--- config.mk ---
export PLATFORM = sky130hd
export DESIGN_NAME = dcu_channel_ctrl
export DESIGN_NICKNAME = d
export VERILOG_FILES = /design/src/dcu_pkg.sv /design/src/dcu_channel_ctrl.sv
export SDC_FILE = /design/constraint.sdc
export NUM_CORES = 1
export LEC_CHECK = 0
export ABC_AREA = 1
export BUFFER_PORTS_ARGS = -buffer_cell sky130_fd_sc_hd__buf_2
export CAP_MARGIN = 20
export CORE_MARGIN = 2
export CORE_UTILIZATION = 44
export CTS_BUF_LIST = sky130_fd_sc_hd__clkbuf_4
export DETAILED_ROUTE_END_ITERATION = 6
export PLACE_DENSITY_LB_ADDON = 0.2
export SYNTH_ARGS = -nofsm -noshare
export SYNTH_HDL_FRONTEND = slang
export SYNTH_SLANG_ARGS = --single-unit
--- constraint.sdc ---
create_clock -name refClk -period 1.2 [get_ports refClk]
set_input_delay 0.12 -clock refClk [delete_from_list [all_inputs] [get_ports refClk]]
set_output_delay 0.12 -clock refClk [all_outputs]
set_load 0.02 [all_outputs]
--- src/dcu_pkg.sv ---
`default_nettype none
package dcu_pkg;
    // Geometry
    localparam int NUM_CH = 4;
    localparam int ADDR_W = 8;
    localparam int DATA_W = 32;
    // Register byte offsets
    localparam logic [7:0] CTRL0_OFS = 8'h00;
    localparam logic [7:0] CTRL1_OFS = 8'h04;
    localparam logic [7:0] CTRL2_OFS = 8'h08;
    localparam logic [7:0] CTRL3_OFS = 8'h0C;
    localparam logic [7:0] INT_STATUS_OFS = 8'h10;
    localparam logic [7:0] INT_CLEAR_OFS = 8'h14;
    localparam logic [7:0] INT_ENABLE_OFS = 8'h18;
    localparam logic [7:0] CTRL_STRIDE = 8'h04;
    // Control register field positions
    localparam int RSVD_HI_POS = 31;
    localparam int RSVD_LO_POS = 21;
    localparam int INDIRECT_POS = 20;
    localparam int RELOAD_POS = 19;
    localparam int TE_POS = 0;
    // Channels that own the optional bits
    localparam int INDIRECT_CH = 3;
    localparam int RELOAD_CH = 2;
    // Reset values
    localparam logic [31:0] ZERO_WORD = 32'h0000_0000;
    localparam logic [3:0] ZERO_NIB = 4'h0;
endpackage : dcu_pkg
`default_nettype wire

--- src/dcu_channel_ctrl.sv ---
// Functional notes
// - Reserved bits 31-21 read zero, software writes zero
// - Channel three bit 20 selects indirect source
// - Bit 20 absent, reads zero, elsewhere
// - End flag cleared only by 0 after read-1
// - Bit 19 selects channel two source reload
// - Bit 19 absent, reads zero, elsewhere
// - Reload select resets 0; 1 reloads source
`default_nettype none
module dcu_channel_ctrl
    import dcu_pkg::*;
(
    // Clock, reset, enable
    input wire logic refClk,
    input wire logic rst,
    input wire logic ce,
    // Register port
    input wire logic [dcu_pkg::ADDR_W-1:0] regAddr,
    input wire logic [dcu_pkg::DATA_W-1:0] wrData,
    input wire logic wrStb,
    input wire logic rdStb,
    output logic [dcu_pkg::DATA_W-1:0] rdData_q,
    // Transfer engine side
    input wire logic [dcu_pkg::NUM_CH-1:0] transferDone,
    output logic indirectSourceSelect_q,
    output logic sourceReloadSelect_q,
    output logic [dcu_pkg::NUM_CH-1:0] transferEndFlag_q,
    // Interrupt
    output logic irq_q
);
    import dcu_pkg::*;

    logic indirectSourceSelect_d;
    logic sourceReloadSelect_d;
    logic [NUM_CH-1:0] transferEndFlag_d;
    logic [NUM_CH-1:0] clearArmed_q;
    logic [NUM_CH-1:0] clearArmed_d;
    logic [NUM_CH-1:0] intStatus_q;
    logic [NUM_CH-1:0] intStatus_d;
    logic [NUM_CH-1:0] intEnable_q;
    logic [NUM_CH-1:0] intEnable_d;
    logic [DATA_W-1:0] rdData_d;
    logic irq_d;
    logic [NUM_CH-1:0] ctrlHit;

    // Decode of the per-channel control words
    genvar gi;
    generate
        for (gi = 0; gi < NUM_CH; gi++) begin : g_ch
            assign ctrlHit[gi] =
                (regAddr == CTRL0_OFS + CTRL_STRIDE * 8'(gi));
            // Hardware set beats the software clear in the same cycle
            always_comb begin
                transferEndFlag_d[gi] = transferEndFlag_q[gi];
                clearArmed_d[gi] = clearArmed_q[gi];
                if (rdStb && ctrlHit[gi] && transferEndFlag_q[gi]) begin
                    clearArmed_d[gi] = 1'b1;
                end
                if (wrStb && ctrlHit[gi]) begin
                    if (clearArmed_q[gi] && !wrData[TE_POS]) begin
                        transferEndFlag_d[gi] = 1'b0;
                    end
                    clearArmed_d[gi] = 1'b0;
                end
                if (transferDone[gi]) begin
                    transferEndFlag_d[gi] = 1'b1;
                    clearArmed_d[gi] = 1'b0;
                end
            end
        end
    endgenerate

    // Optional select bits live only in their own channel
    always_comb begin
        indirectSourceSelect_d = indirectSourceSelect_q;
        sourceReloadSelect_d = sourceReloadSelect_q;
        if (wrStb && ctrlHit[INDIRECT_CH]) begin
            indirectSourceSelect_d = wrData[INDIRECT_POS];
        end
        if (wrStb && ctrlHit[RELOAD_CH]) begin
            sourceReloadSelect_d = wrData[RELOAD_POS];
        end
    end

    // Sticky status, write-one clear, set wins over clear
    always_comb begin
        intStatus_d = intStatus_q;
        intEnable_d = intEnable_q;
        if (wrStb && regAddr == INT_CLEAR_OFS) begin
            intStatus_d = intStatus_q & ~wrData[NUM_CH-1:0];
        end
        if (wrStb && regAddr == INT_ENABLE_OFS) begin
            intEnable_d = wrData[NUM_CH-1:0];
        end
        intStatus_d = intStatus_d | transferDone;
        // Registered, so the line trails the status by one cycle
        irq_d = |(intStatus_q & intEnable_q);
    end

    // Read data is valid only in the cycle after the strobe
    always_comb begin
        rdData_d = ZERO_WORD;
        if (rdStb) begin
            for (int ch = 0; ch < NUM_CH; ch++) begin
                if (ctrlHit[ch]) begin
                    rdData_d[TE_POS] = transferEndFlag_q[ch];
                end
            end
            if (ctrlHit[INDIRECT_CH]) begin
                rdData_d[INDIRECT_POS] = indirectSourceSelect_q;
            end
            if (ctrlHit[RELOAD_CH]) begin
                rdData_d[RELOAD_POS] = sourceReloadSelect_q;
            end
            if (regAddr == INT_STATUS_OFS) begin
                rdData_d[NUM_CH-1:0] = intStatus_q;
            end
            if (regAddr == INT_ENABLE_OFS) begin
                rdData_d[NUM_CH-1:0] = intEnable_q;
            end
        end
    end

    // State registers; clock enable freezes everything
    always_ff @(posedge refClk) begin
        if (rst) begin
            indirectSourceSelect_q <= 1'b0;
            sourceReloadSelect_q <= 1'b0;
            transferEndFlag_q <= ZERO_NIB;
            clearArmed_q <= ZERO_NIB;
            intStatus_q <= ZERO_NIB;
            intEnable_q <= ZERO_NIB;
            rdData_q <= ZERO_WORD;
            irq_q <= 1'b0;
        end else if (ce) begin
            indirectSourceSelect_q <= indirectSourceSelect_d;
            sourceReloadSelect_q <= sourceReloadSelect_d;
            transferEndFlag_q <= transferEndFlag_d;
            clearArmed_q <= clearArmed_d;
            intStatus_q <= intStatus_d;
            intEnable_q <= intEnable_d;
            rdData_q <= rdData_d;
            irq_q <= irq_d;
        end
    end

    // Checks
    reserved_read_a: assert property (
        @(posedge refClk) disable iff (rst)
        ce && rdStb |=> rdData_q[RSVD_HI_POS:RSVD_LO_POS] == 11'h000)
        else $error("reserved control bits read nonzero");

    indirect_write_a: assert property (
        @(posedge refClk) disable iff (rst)
        ce && wrStb && regAddr == CTRL3_OFS
        |=> indirectSourceSelect_q == $past(wrData[INDIRECT_POS]))
        else $error("indirect select did not take write");

    indirect_absent_a: assert property (
        @(posedge refClk) disable iff (rst)
        ce && !(wrStb && regAddr == CTRL3_OFS)
        |=> $stable(indirectSourceSelect_q) && !(rdData_q[INDIRECT_POS]
            && $past(rdStb && regAddr != CTRL3_OFS)))
        else $error("indirect select changed or leaked");

    generate
        for (gi = 0; gi < NUM_CH; gi++) begin : g_chk
            // Reset is the only other way a flag may fall
            te_clear_a: assert property (
                @(posedge refClk) disable iff (rst)
                $fell(transferEndFlag_q[gi])
                |-> $past(rst)
                    || $past(ce && wrStb && ctrlHit[gi] && !wrData[TE_POS]
                    && clearArmed_q[gi]))
                else $error("end flag cleared without read-1 write-0");

            te_set_wins_a: assert property (
                @(posedge refClk) disable iff (rst)
                ce && transferDone[gi] |=> transferEndFlag_q[gi])
                else $error("end flag event lost");

            // Arming needs a read that saw the flag set
            arm_after_read_a: assert property (
                @(posedge refClk) disable iff (rst)
                $rose(clearArmed_q[gi]) |-> $past(ce && rdStb
                    && ctrlHit[gi] && transferEndFlag_q[gi]))
                else $error("clear armed without a read of one");
        end
    endgenerate

    reload_write_a: assert property (
        @(posedge refClk) disable iff (rst)
        ce && wrStb && regAddr == CTRL2_OFS
        |=> sourceReloadSelect_q == $past(wrData[RELOAD_POS]))
        else $error("reload select did not take write");

    reload_absent_a: assert property (
        @(posedge refClk) disable iff (rst)
        ce && rdStb && regAddr != CTRL2_OFS |=> !rdData_q[RELOAD_POS])
        else $error("reload bit read nonzero off channel two");

    reset_clear_a: assert property (
        @(posedge refClk)
        rst |=> !indirectSourceSelect_q && !sourceReloadSelect_q
            && transferEndFlag_q == 4'h0)
        else $error("control bits not cleared by reset");

    irq_level_a: assert property (
        @(posedge refClk) disable iff (rst)
        ce |=> irq_q == $past(|(intStatus_q & intEnable_q)))
        else $error("interrupt line does not follow status");

    read_idle_a: assert property (
        @(posedge refClk) disable iff (rst)
        ce && !rdStb |=> rdData_q == 32'h0000_0000)
        else $error("read data outside its cycle");

    // A low enable must hold the end flags, the irq line and both select bits, strobes and events alike
    freeze_hold_a: assert property (
        @(posedge refClk) disable iff (rst)
        !ce |=> $stable(transferEndFlag_q) && $stable(irq_q)
            && $stable(indirectSourceSelect_q)
            && $stable(sourceReloadSelect_q))
        else $error("state moved while enable was low");
endmodule : dcu_channel_ctrl
`default_nettype wire

# --- Word level (Yosys, flattened, before mapping) ---
# Index checks and enable logic that the tools add are counted.
totals:
  out_inout_bits: 39
  wordCells: 103
  reg_bits: 25
  input_bits: 49
op_classes:
  n_bitwise: 4
  eq_ne: 6
  reduce_logical: 44
  n_mux: 35
op_table:
  columns: ["cell", "n"]
  rows:
  - ["$mux W1", 30]
  - ["$eq A8 B5 Y1 const B", 3]
  - ["$logic_and A1 B1 Y1", 18]
  - ["$eq A8 B4 Y1 const B", 2]
  - ["$mux W4", 4]
  - ["$reduce_bool A2 Y1", 8]
  - ["$reduce_and A2 Y1", 7]
  - ["$reduce_and A3 Y1", 4]
  - ["$reduce_bool A3 Y1", 4]
  - ["$and A4 B4 Y4", 2]
  - ["$eq A8 B3 Y1 const B", 1]
  - ["$logic_not A8 Y1", 1]
  - ["$not A4 Y4", 1]
  - ["$or A4 B4 Y4", 1]
  - ["$reduce_or A4 Y1", 1]
  - ["$mux W2", 1]
  - ["$logic_not A1 Y1", 1]

# --- Depth between registers and ports, before layout ---
# Gate-level depths: netlist of run 1.
logic_depth:
  ltp_word: 8
  mapped_depth: 9
  depth_no_buf: 9

# --- Least setup slack after synthesis of run 1 ---
# OpenSTA, ideal clock, no wires.
synth_path:
  kind: "flip-flop to flip-flop"
  startpoint: "reg transferEndFlag_q[2] in the netlist's numbering"
  endpoint: "reg rdData_q[0] in the netlist's numbering"
  setup_ns: 0.067
  arrival_time_ns: 0.988
  path_buffers: 0
  period_less_slack_ns: 1.055
  required_time_ns: 1.133
  slack_ns: 0.145
  path_stages_with_launch: 7
  cell_sequence: "dfxtp_1 inv_1 nor3_1 nor2_1 nand3_1 nand2_1 a21oi_2"
synth_via:
  elab_chain_cells: 5
synth_lines:
  columns: ["item", "line", "source"]
  rows:
  - ["start, declared", "dcu_channel_ctrl.sv:27", "output logic [dcu_pkg::NUM_CH-1:0] transferEndFlag_q,"]
  - ["start signal, assigned", "dcu_channel_ctrl.sv:138", "transferEndFlag_q <= transferEndFlag_d;"]
  - ["$mux W1 (2 in series)", "dcu_channel_ctrl.sv:105", "if (ctrlHit[ch]) begin"]
  - ["$mux W4", "dcu_channel_ctrl.sv:115", "if (regAddr == INT_STATUS_OFS) begin"]
  - ["$mux W4", "dcu_channel_ctrl.sv:118", "if (regAddr == INT_ENABLE_OFS) begin"]
  - ["$mux W4", "dcu_channel_ctrl.sv:103", "if (rdStb) begin"]
  - ["end signal, assigned", "dcu_channel_ctrl.sv:142", "rdData_q <= rdData_d;"]
  - ["end, declared", "dcu_channel_ctrl.sv:22", "output logic [dcu_pkg::DATA_W-1:0] rdData_q,"]
# No other way between the ends.
# A chain may end at the register's enable or synchronous reset.

# --- Final worst setup path of run 1 ---
# Same ends and word-level chain as after synthesis.

==> results of run 1 <==
==> worst min path at each step <==
stage                          start                                   to  slack (ns)  cells past startpoint
after floorplan           wrData[20]  indirectSourceSelect_q$_SDFFE_PP0P_        0.25                      2
after global placement    wrData[20]  indirectSourceSelect_q$_SDFFE_PP0P_        0.35                      3
after detailed placement  wrData[20]  indirectSourceSelect_q$_SDFFE_PP0P_        0.35                      3
after CTS                 wrData[20]  indirectSourceSelect_q$_SDFFE_PP0P_        0.01                      3
after global routing      wrData[20]  indirectSourceSelect_q$_SDFFE_PP0P_        0.02                      3
final                     wrData[20]  indirectSourceSelect_q$_SDFFE_PP0P_        0.02                      3
==> cells in the final DEF, fill, tap and decap left out, drive strengths merged <==
cell / n
o22ai: 4
a21boi: 2
buf: 42
nor2: 18
nand3: 11
dfxtp: 25
a221oi: 1
a211oi: 1
inv: 27
nand2: 33
conb: 26
o2111ai: 1
clkbuf: 4
o31ai: 2
a21oi: 22
o21ai: 14
nor3: 3
o21bai: 1
==> routing by layer <==
layer | vias to the layer above | part of all wire
met4 | 0 | 0.011
met5 | - | 0
met3 | 4 | 0.057
li1 | 661 | -
met1 | 565 | 0.47
met2 | 38 | 0.46
==> worst min-delay path: stages <==
cell	delay [ns]
buf_2	0.08
nor2_1	0.04
nor2_1	0.08
==> logic make-up after synthesis <==
kind of cell | after synthesis | share of synthesized area
buffers and inverters | 56 | 0.224
DFF | 25 | 0.362
other | 1 | 0.00271
and+or+nand+nor | 65 | 0.213
AOI/OAI and AO/OA | 48 | 0.199
==> where the power goes <==
group / total [mW] / internal (mW) / switching [mW]
logic: 0.262 / 0.0748 / 0.188
registers: 0.863 / 0.850 / 0.0129
clock network: 0.401 / 0.153 / 0.249
total: 1.53 / 1.08 / 0.449
==> state kept, by name (all words and copies together) (netlist names) <==
| name | flops |
|---|---|
| transferEndFlag_q | 4 |
| intEnable_q | 4 |
| irq_q | 1 |
| clearArmed_q | 4 |
| sourceReloadSelect_q | 1 |
| rdData_q | 6 |
| indirectSourceSelect_q | 1 |
| intStatus_q | 4 |
==> stage by stage <==
stage | hold slack [ns] | setup WS, ns
after floorplan | 0.255 | 0.145
after global placement | 0.352 | 0.0129
after detailed placement | 0.353 | 0.0276
after CTS | 0.0138 | 0.159
after global routing | 0.0171 | 0.0684
final | 0.0177 | 0.168
==> layout make-up <==
cell class                      count  area [um2]  share of cell area
Clock buffer                        4        30.0              0.0190
Timing Repair Buffer               42         228               0.144
Inverter                           27         101              0.0641
Tap cell                           44        55.1              0.0348
Multi-Input combinational cell    139         667               0.422
Sequential cell                    25         500               0.316
==> impl_metrics.toml, run 1 <==
[status]
status = "completed"

[drt]
vias_per_cell = 4.51
drt-pass1-iter-count = 4
drt-total-wl_mm = 2.88
drt-initial-drc-count = 46
drc = 0
num_vias = 1268
wire_per_inst_um = 10.2
ant_nets = 0

[critical_path]
cp_top_family = "simple AND/OR/NAND/NOR gates"
reg2regPathDepth = 6
critPathKind = "reg2reg"
cp-start-kind = "flop"
cp_max_fo = 3
slowest_delay_ns = 0.38
required_ns = 1.47
endpoint_kind = "flop"
worst-path-buf-inv = 1
cp.arrival_ns = 1.30
cp-startpoint = "transferEndFlag_q[2]$_SDFFE_PP0P_"
cp.depth = 6
r2r-end = "rdData_q[0]$_SDFFE_PP0P_"
r2r-start = "transferEndFlag_q[2]$_SDFFE_PP0P_"
reg2reg_slack_ns = 0.17
cp_cell_sequence = "inv_1 -> nor3_1 -> nor2_1 -> nand3_1 -> nand2_1 -> a21oi_2"
crit_slowest_cell = "dfxtp_1"
crit_path_end = "rdData_q[0]$_SDFFE_PP0P_"

[synth]
post_synth.cell_area_avg_um2 = 7.09
async_flop_share = 0
ys_top_cells_by_count = "31 x nand2_1, 26 x buf_4, 25 x dfxtp_1"
syn_inst = 195
seq_area_frac_synth = 0.362
synth_most_common_cell = "nand2_1"
yosysTopAreaCell = "dfxtp_1"
ys_seq_elements = 25
synth-edff-count = 0
ys.warnings.count = 0
synth_cell_types = 26
ys.flop_type = "dfxtp_1"
ys_top_cells_by_area = "dfxtp_1 36%, buf_4 14%, nand2_1 8.4%, a21oi_1 7.6%, inv_1 6.5%"
syn_area_mm2 = 0.00138
synth_top_area_share = 0.362

[cts]
cts_resized = 0
path_clk_slew_ns = 0.13
numClockSinks = 25
root_buffer = "clkbuf_4"
cts_tree = "done"
cts-buffers-inserted = 3
htreeDepth = 1
postCtsHoldBufs = 0
worst_skew_pair.late_latency_ns = 0.32
cts_setup_buffers = 0
clockBufferDepth = 2

[floorplanning]
die_h_um = 60.1
rows = 20
start_util = 0.457
die_x_um = 60.1
ioPinCount = 88
die_area_mm2 = 0.00361
core-area_mm2 = 0.00303

[global_route]
met2_usage = 0.278
antenna_found_initial = 0
grt_pass1_vias = 1064
met3_usage = 0.0433
grt_pass1_wl_mm = 4.62
grt_start_max_net_pins = 19
grt.total_usage = 0.171
met1_usage = 0.223
grt_overflow = 0
top_usage_layer = "met2"

[placed_design]
hpwl_mm = 2.33
dp_cells = 277
io_buffers = 35
place.gp.congestion = 0.790
placed_area_mm2 = 0.00155

[power_and_ir_drop]
p_leak_nw = 0.759
power_mw = 1.53
p_per_area_mw_per_mm2 = 966
vdd_drop_max_mv = 0.781

[finish]
area_delta_synth_final_pct = 14.4
diodes = 0
post-route-util = 0.522
layout-drive-gt1-share = 0.249
final_cells = 281
fin_area_mm2 = 0.00158
nets = 287
num-fill-cells = 326

[timing]
period_share = 0.860
rsz0062_at_grt = "no"
skew_ns = 0.00168
maxSlewViolCount = 0
fmaxAchievable_mhz = 969
final-hold-violation-count = 0
period_minus_slack_ns = 1.03
setup_viol = 0
setup_tns_ns = 0

[run]
maxCapViolCount = 0

[min_path]
hold_class = "in2reg"
Note: power is estimated with default switching activity, not from simulation.
==> run 2: changes to the inputs <==
CORE_ASPECT_RATIO = 1.75   (was unset)
==> run 2 against run 1 <==
Power is 1.2% lower. Count of clock-buffer cells in the layout decreased by 1. Sequential cell count is the same. Highest routed layer unchanged. Largest cell class unchanged.
==> impl_metrics.toml, run 2 (synthesis gave the netlist of run 1 again) <==
[status]
status = "completed"

[finish]
nets = 285
post-route-util = 0.529
largest_register_ffs = 6
layout-drive-gt1-share = 0.238
final_cells = 277
regMostFlops = "rdData_q"
most-common-layout-cells = "35 x buf_2, 31 x nand2_1, 26 x conb_1"
diodes = 0
mostFrequentLayoutCell = "buf_2"
fin_area_mm2 = 0.00157
area_delta_synth_final_pct = 13.3

[drt]
drt-pass1-iter-count = 4
drt-initial-drc-count = 25
num_vias = 1287
drt-total-wl_mm = 2.94
drc = 0
wire_per_inst_um = 10.6
ant_nets = 0
vias_per_cell = 4.65

[timing]
skew_ns = 0.00505
period_share = 0.869
final-hold-violation-count = 0
rsz0062_at_grt = "no"
period_minus_slack_ns = 1.04
setup_viol = 0
maxSlewViolCount = 0
setup_tns_ns = 0
fmaxAchievable_mhz = 959

[critical_path]
cp_max_fo = 3
cp_cell_sequence = "inv_1 -> nor3_1 -> nor2_1 -> nand3_1 -> nand2_1 -> a21oi_2"
endpoint_kind = "flop"
critPathKind = "reg2reg"
slowest_delay_ns = 0.38
cp-start-kind = "flop"
cp_top_family = "simple AND/OR/NAND/NOR gates"
crit_slowest_cell = "dfxtp_1"
cp.arrival_ns = 1.31
required_ns = 1.47
worst-path-buf-inv = 1

[min_path]
hold_class = "in2reg"

[global_route]
grt_pass1_wl_mm = 4.80
antenna_found_initial = 0
grt_overflow = 0
grt.total_usage = 0.175
grt_pass1_vias = 1176
grt_start_max_net_pins = 19

[power_and_ir_drop]
power.internal_mw = 1.05
comb_power_share = 0.172
vdd_drop_max_mv = 0.590
switching_share = 0.304
p_sw_mw = 0.459
p_per_area_mw_per_mm2 = 963
p_leak_nw = 0.744
seq_power_share = 0.572
clockPowerShare = 0.255

[cts]
postCtsHoldBufs = 1
htreeDepth = 1
cts-buffers-inserted = 3
clockBufferDepth = 2
worst_skew_pair.late_latency_ns = 0.32
cts_resized = 0
cts_tree = "done"
cts_setup_buffers = 0
path_clk_slew_ns = 0.14
numClockSinks = 25
root_buffer = "clkbuf_4"

[placed_design]
placed_area_mm2 = 0.00153
place.gp.congestion = 0.853
hpwl_mm = 2.38
dp_cells = 272
io_buffers = 35

[floorplanning]
rows = 26
ioPinCount = 88
core-area_mm2 = 0.00296
die_h_um = 78.2
start_util = 0.467
die_area_mm2 = 0.00362
die_x_um = 46.4

[run]
maxCapViolCount = 0
[run 2: changes by cell type in the layout (fill, tap and decap cells not counted)]
cell	before	now
dlygate4sd3_1	0	1
buf_4	7	4
clkbuf_4	4	3
clkinvlp_4	0	1
[run 2: layer usage]
metal / part of all wire / global-route usage / vias to the layer above
met4: 0.0095 / 0.0657 / 0
met1: 0.38 / 0.192 / 575
met5: 0 / 0 / -
met2: 0.54 / 0.318 / 48
li1: - / - / 662
met3: 0.064 / 0.0207 / 2
[run 2: power groups by stage]
stage,Sequential (mW),Combinational [mW],Clock [mW]
floorplan,0.893,0.224,0
global placement,0.881,0.255,0
detailed placement,0.882,0.255,0
CTS,0.864,0.259,0.407
global route,0.866,0.291,0.445
finish,0.863,0.260,0.385
[run 2: final cells by class]
cell class	count	area [um2]
Tap cell	42	52.6
Timing Repair Buffer	40	215
Inverter	27	101
Multi-Input combinational cell	139	667
Sequential cell	25	500
Clock buffer	3	22.5
Fill cell	344	1390
Clock inverter	1	7.51
[run 2: final timing paths]
check	startpoint	endpoint	slack (ns)	cells after the start
hold reg to reg	rdData_q[2]$_SDFFE_PP0P_	rdData_q[2]$_SDFFE_PP0P_	0.47	2
setup / recovery	transferEndFlag_q[2]$_SDFFE_PP0P_	rdData_q[0]$_SDFFE_PP0P_	0.16	6
setup reg to reg	transferEndFlag_q[2]$_SDFFE_PP0P_	rdData_q[0]$_SDFFE_PP0P_	0.16	6
hold / removal	wrData[19]	sourceReloadSelect_q$_SDFFE_PP0P_	0.07	3
[run 2: stage by stage]
| step | hold slack [ns] | setup slack, ns | total power, mW |
|---|---|---|---|
| after floorplan | 0.255 | 0.145 | 1.12 |
| after global placement | 0.347 | 0.0105 | 1.14 |
| after detailed placement | 0.348 | 0.0223 | 1.14 |
| after CTS | 0.0584 | 0.153 | 1.53 |
| after global routing | 0.0621 | 0.0836 | 1.60 |
| final | 0.0650 | 0.157 | 1.51 |
[run 2: worst register-to-register path, stage by stage, from the launching register on]
cell and delay, ns:
dfxtp_1 0.38, inv_1 0.05, nor3_1 0.24, nor2_1 0.09
nand3_1 0.08, nand2_1 0.06, a21oi_2 0.10
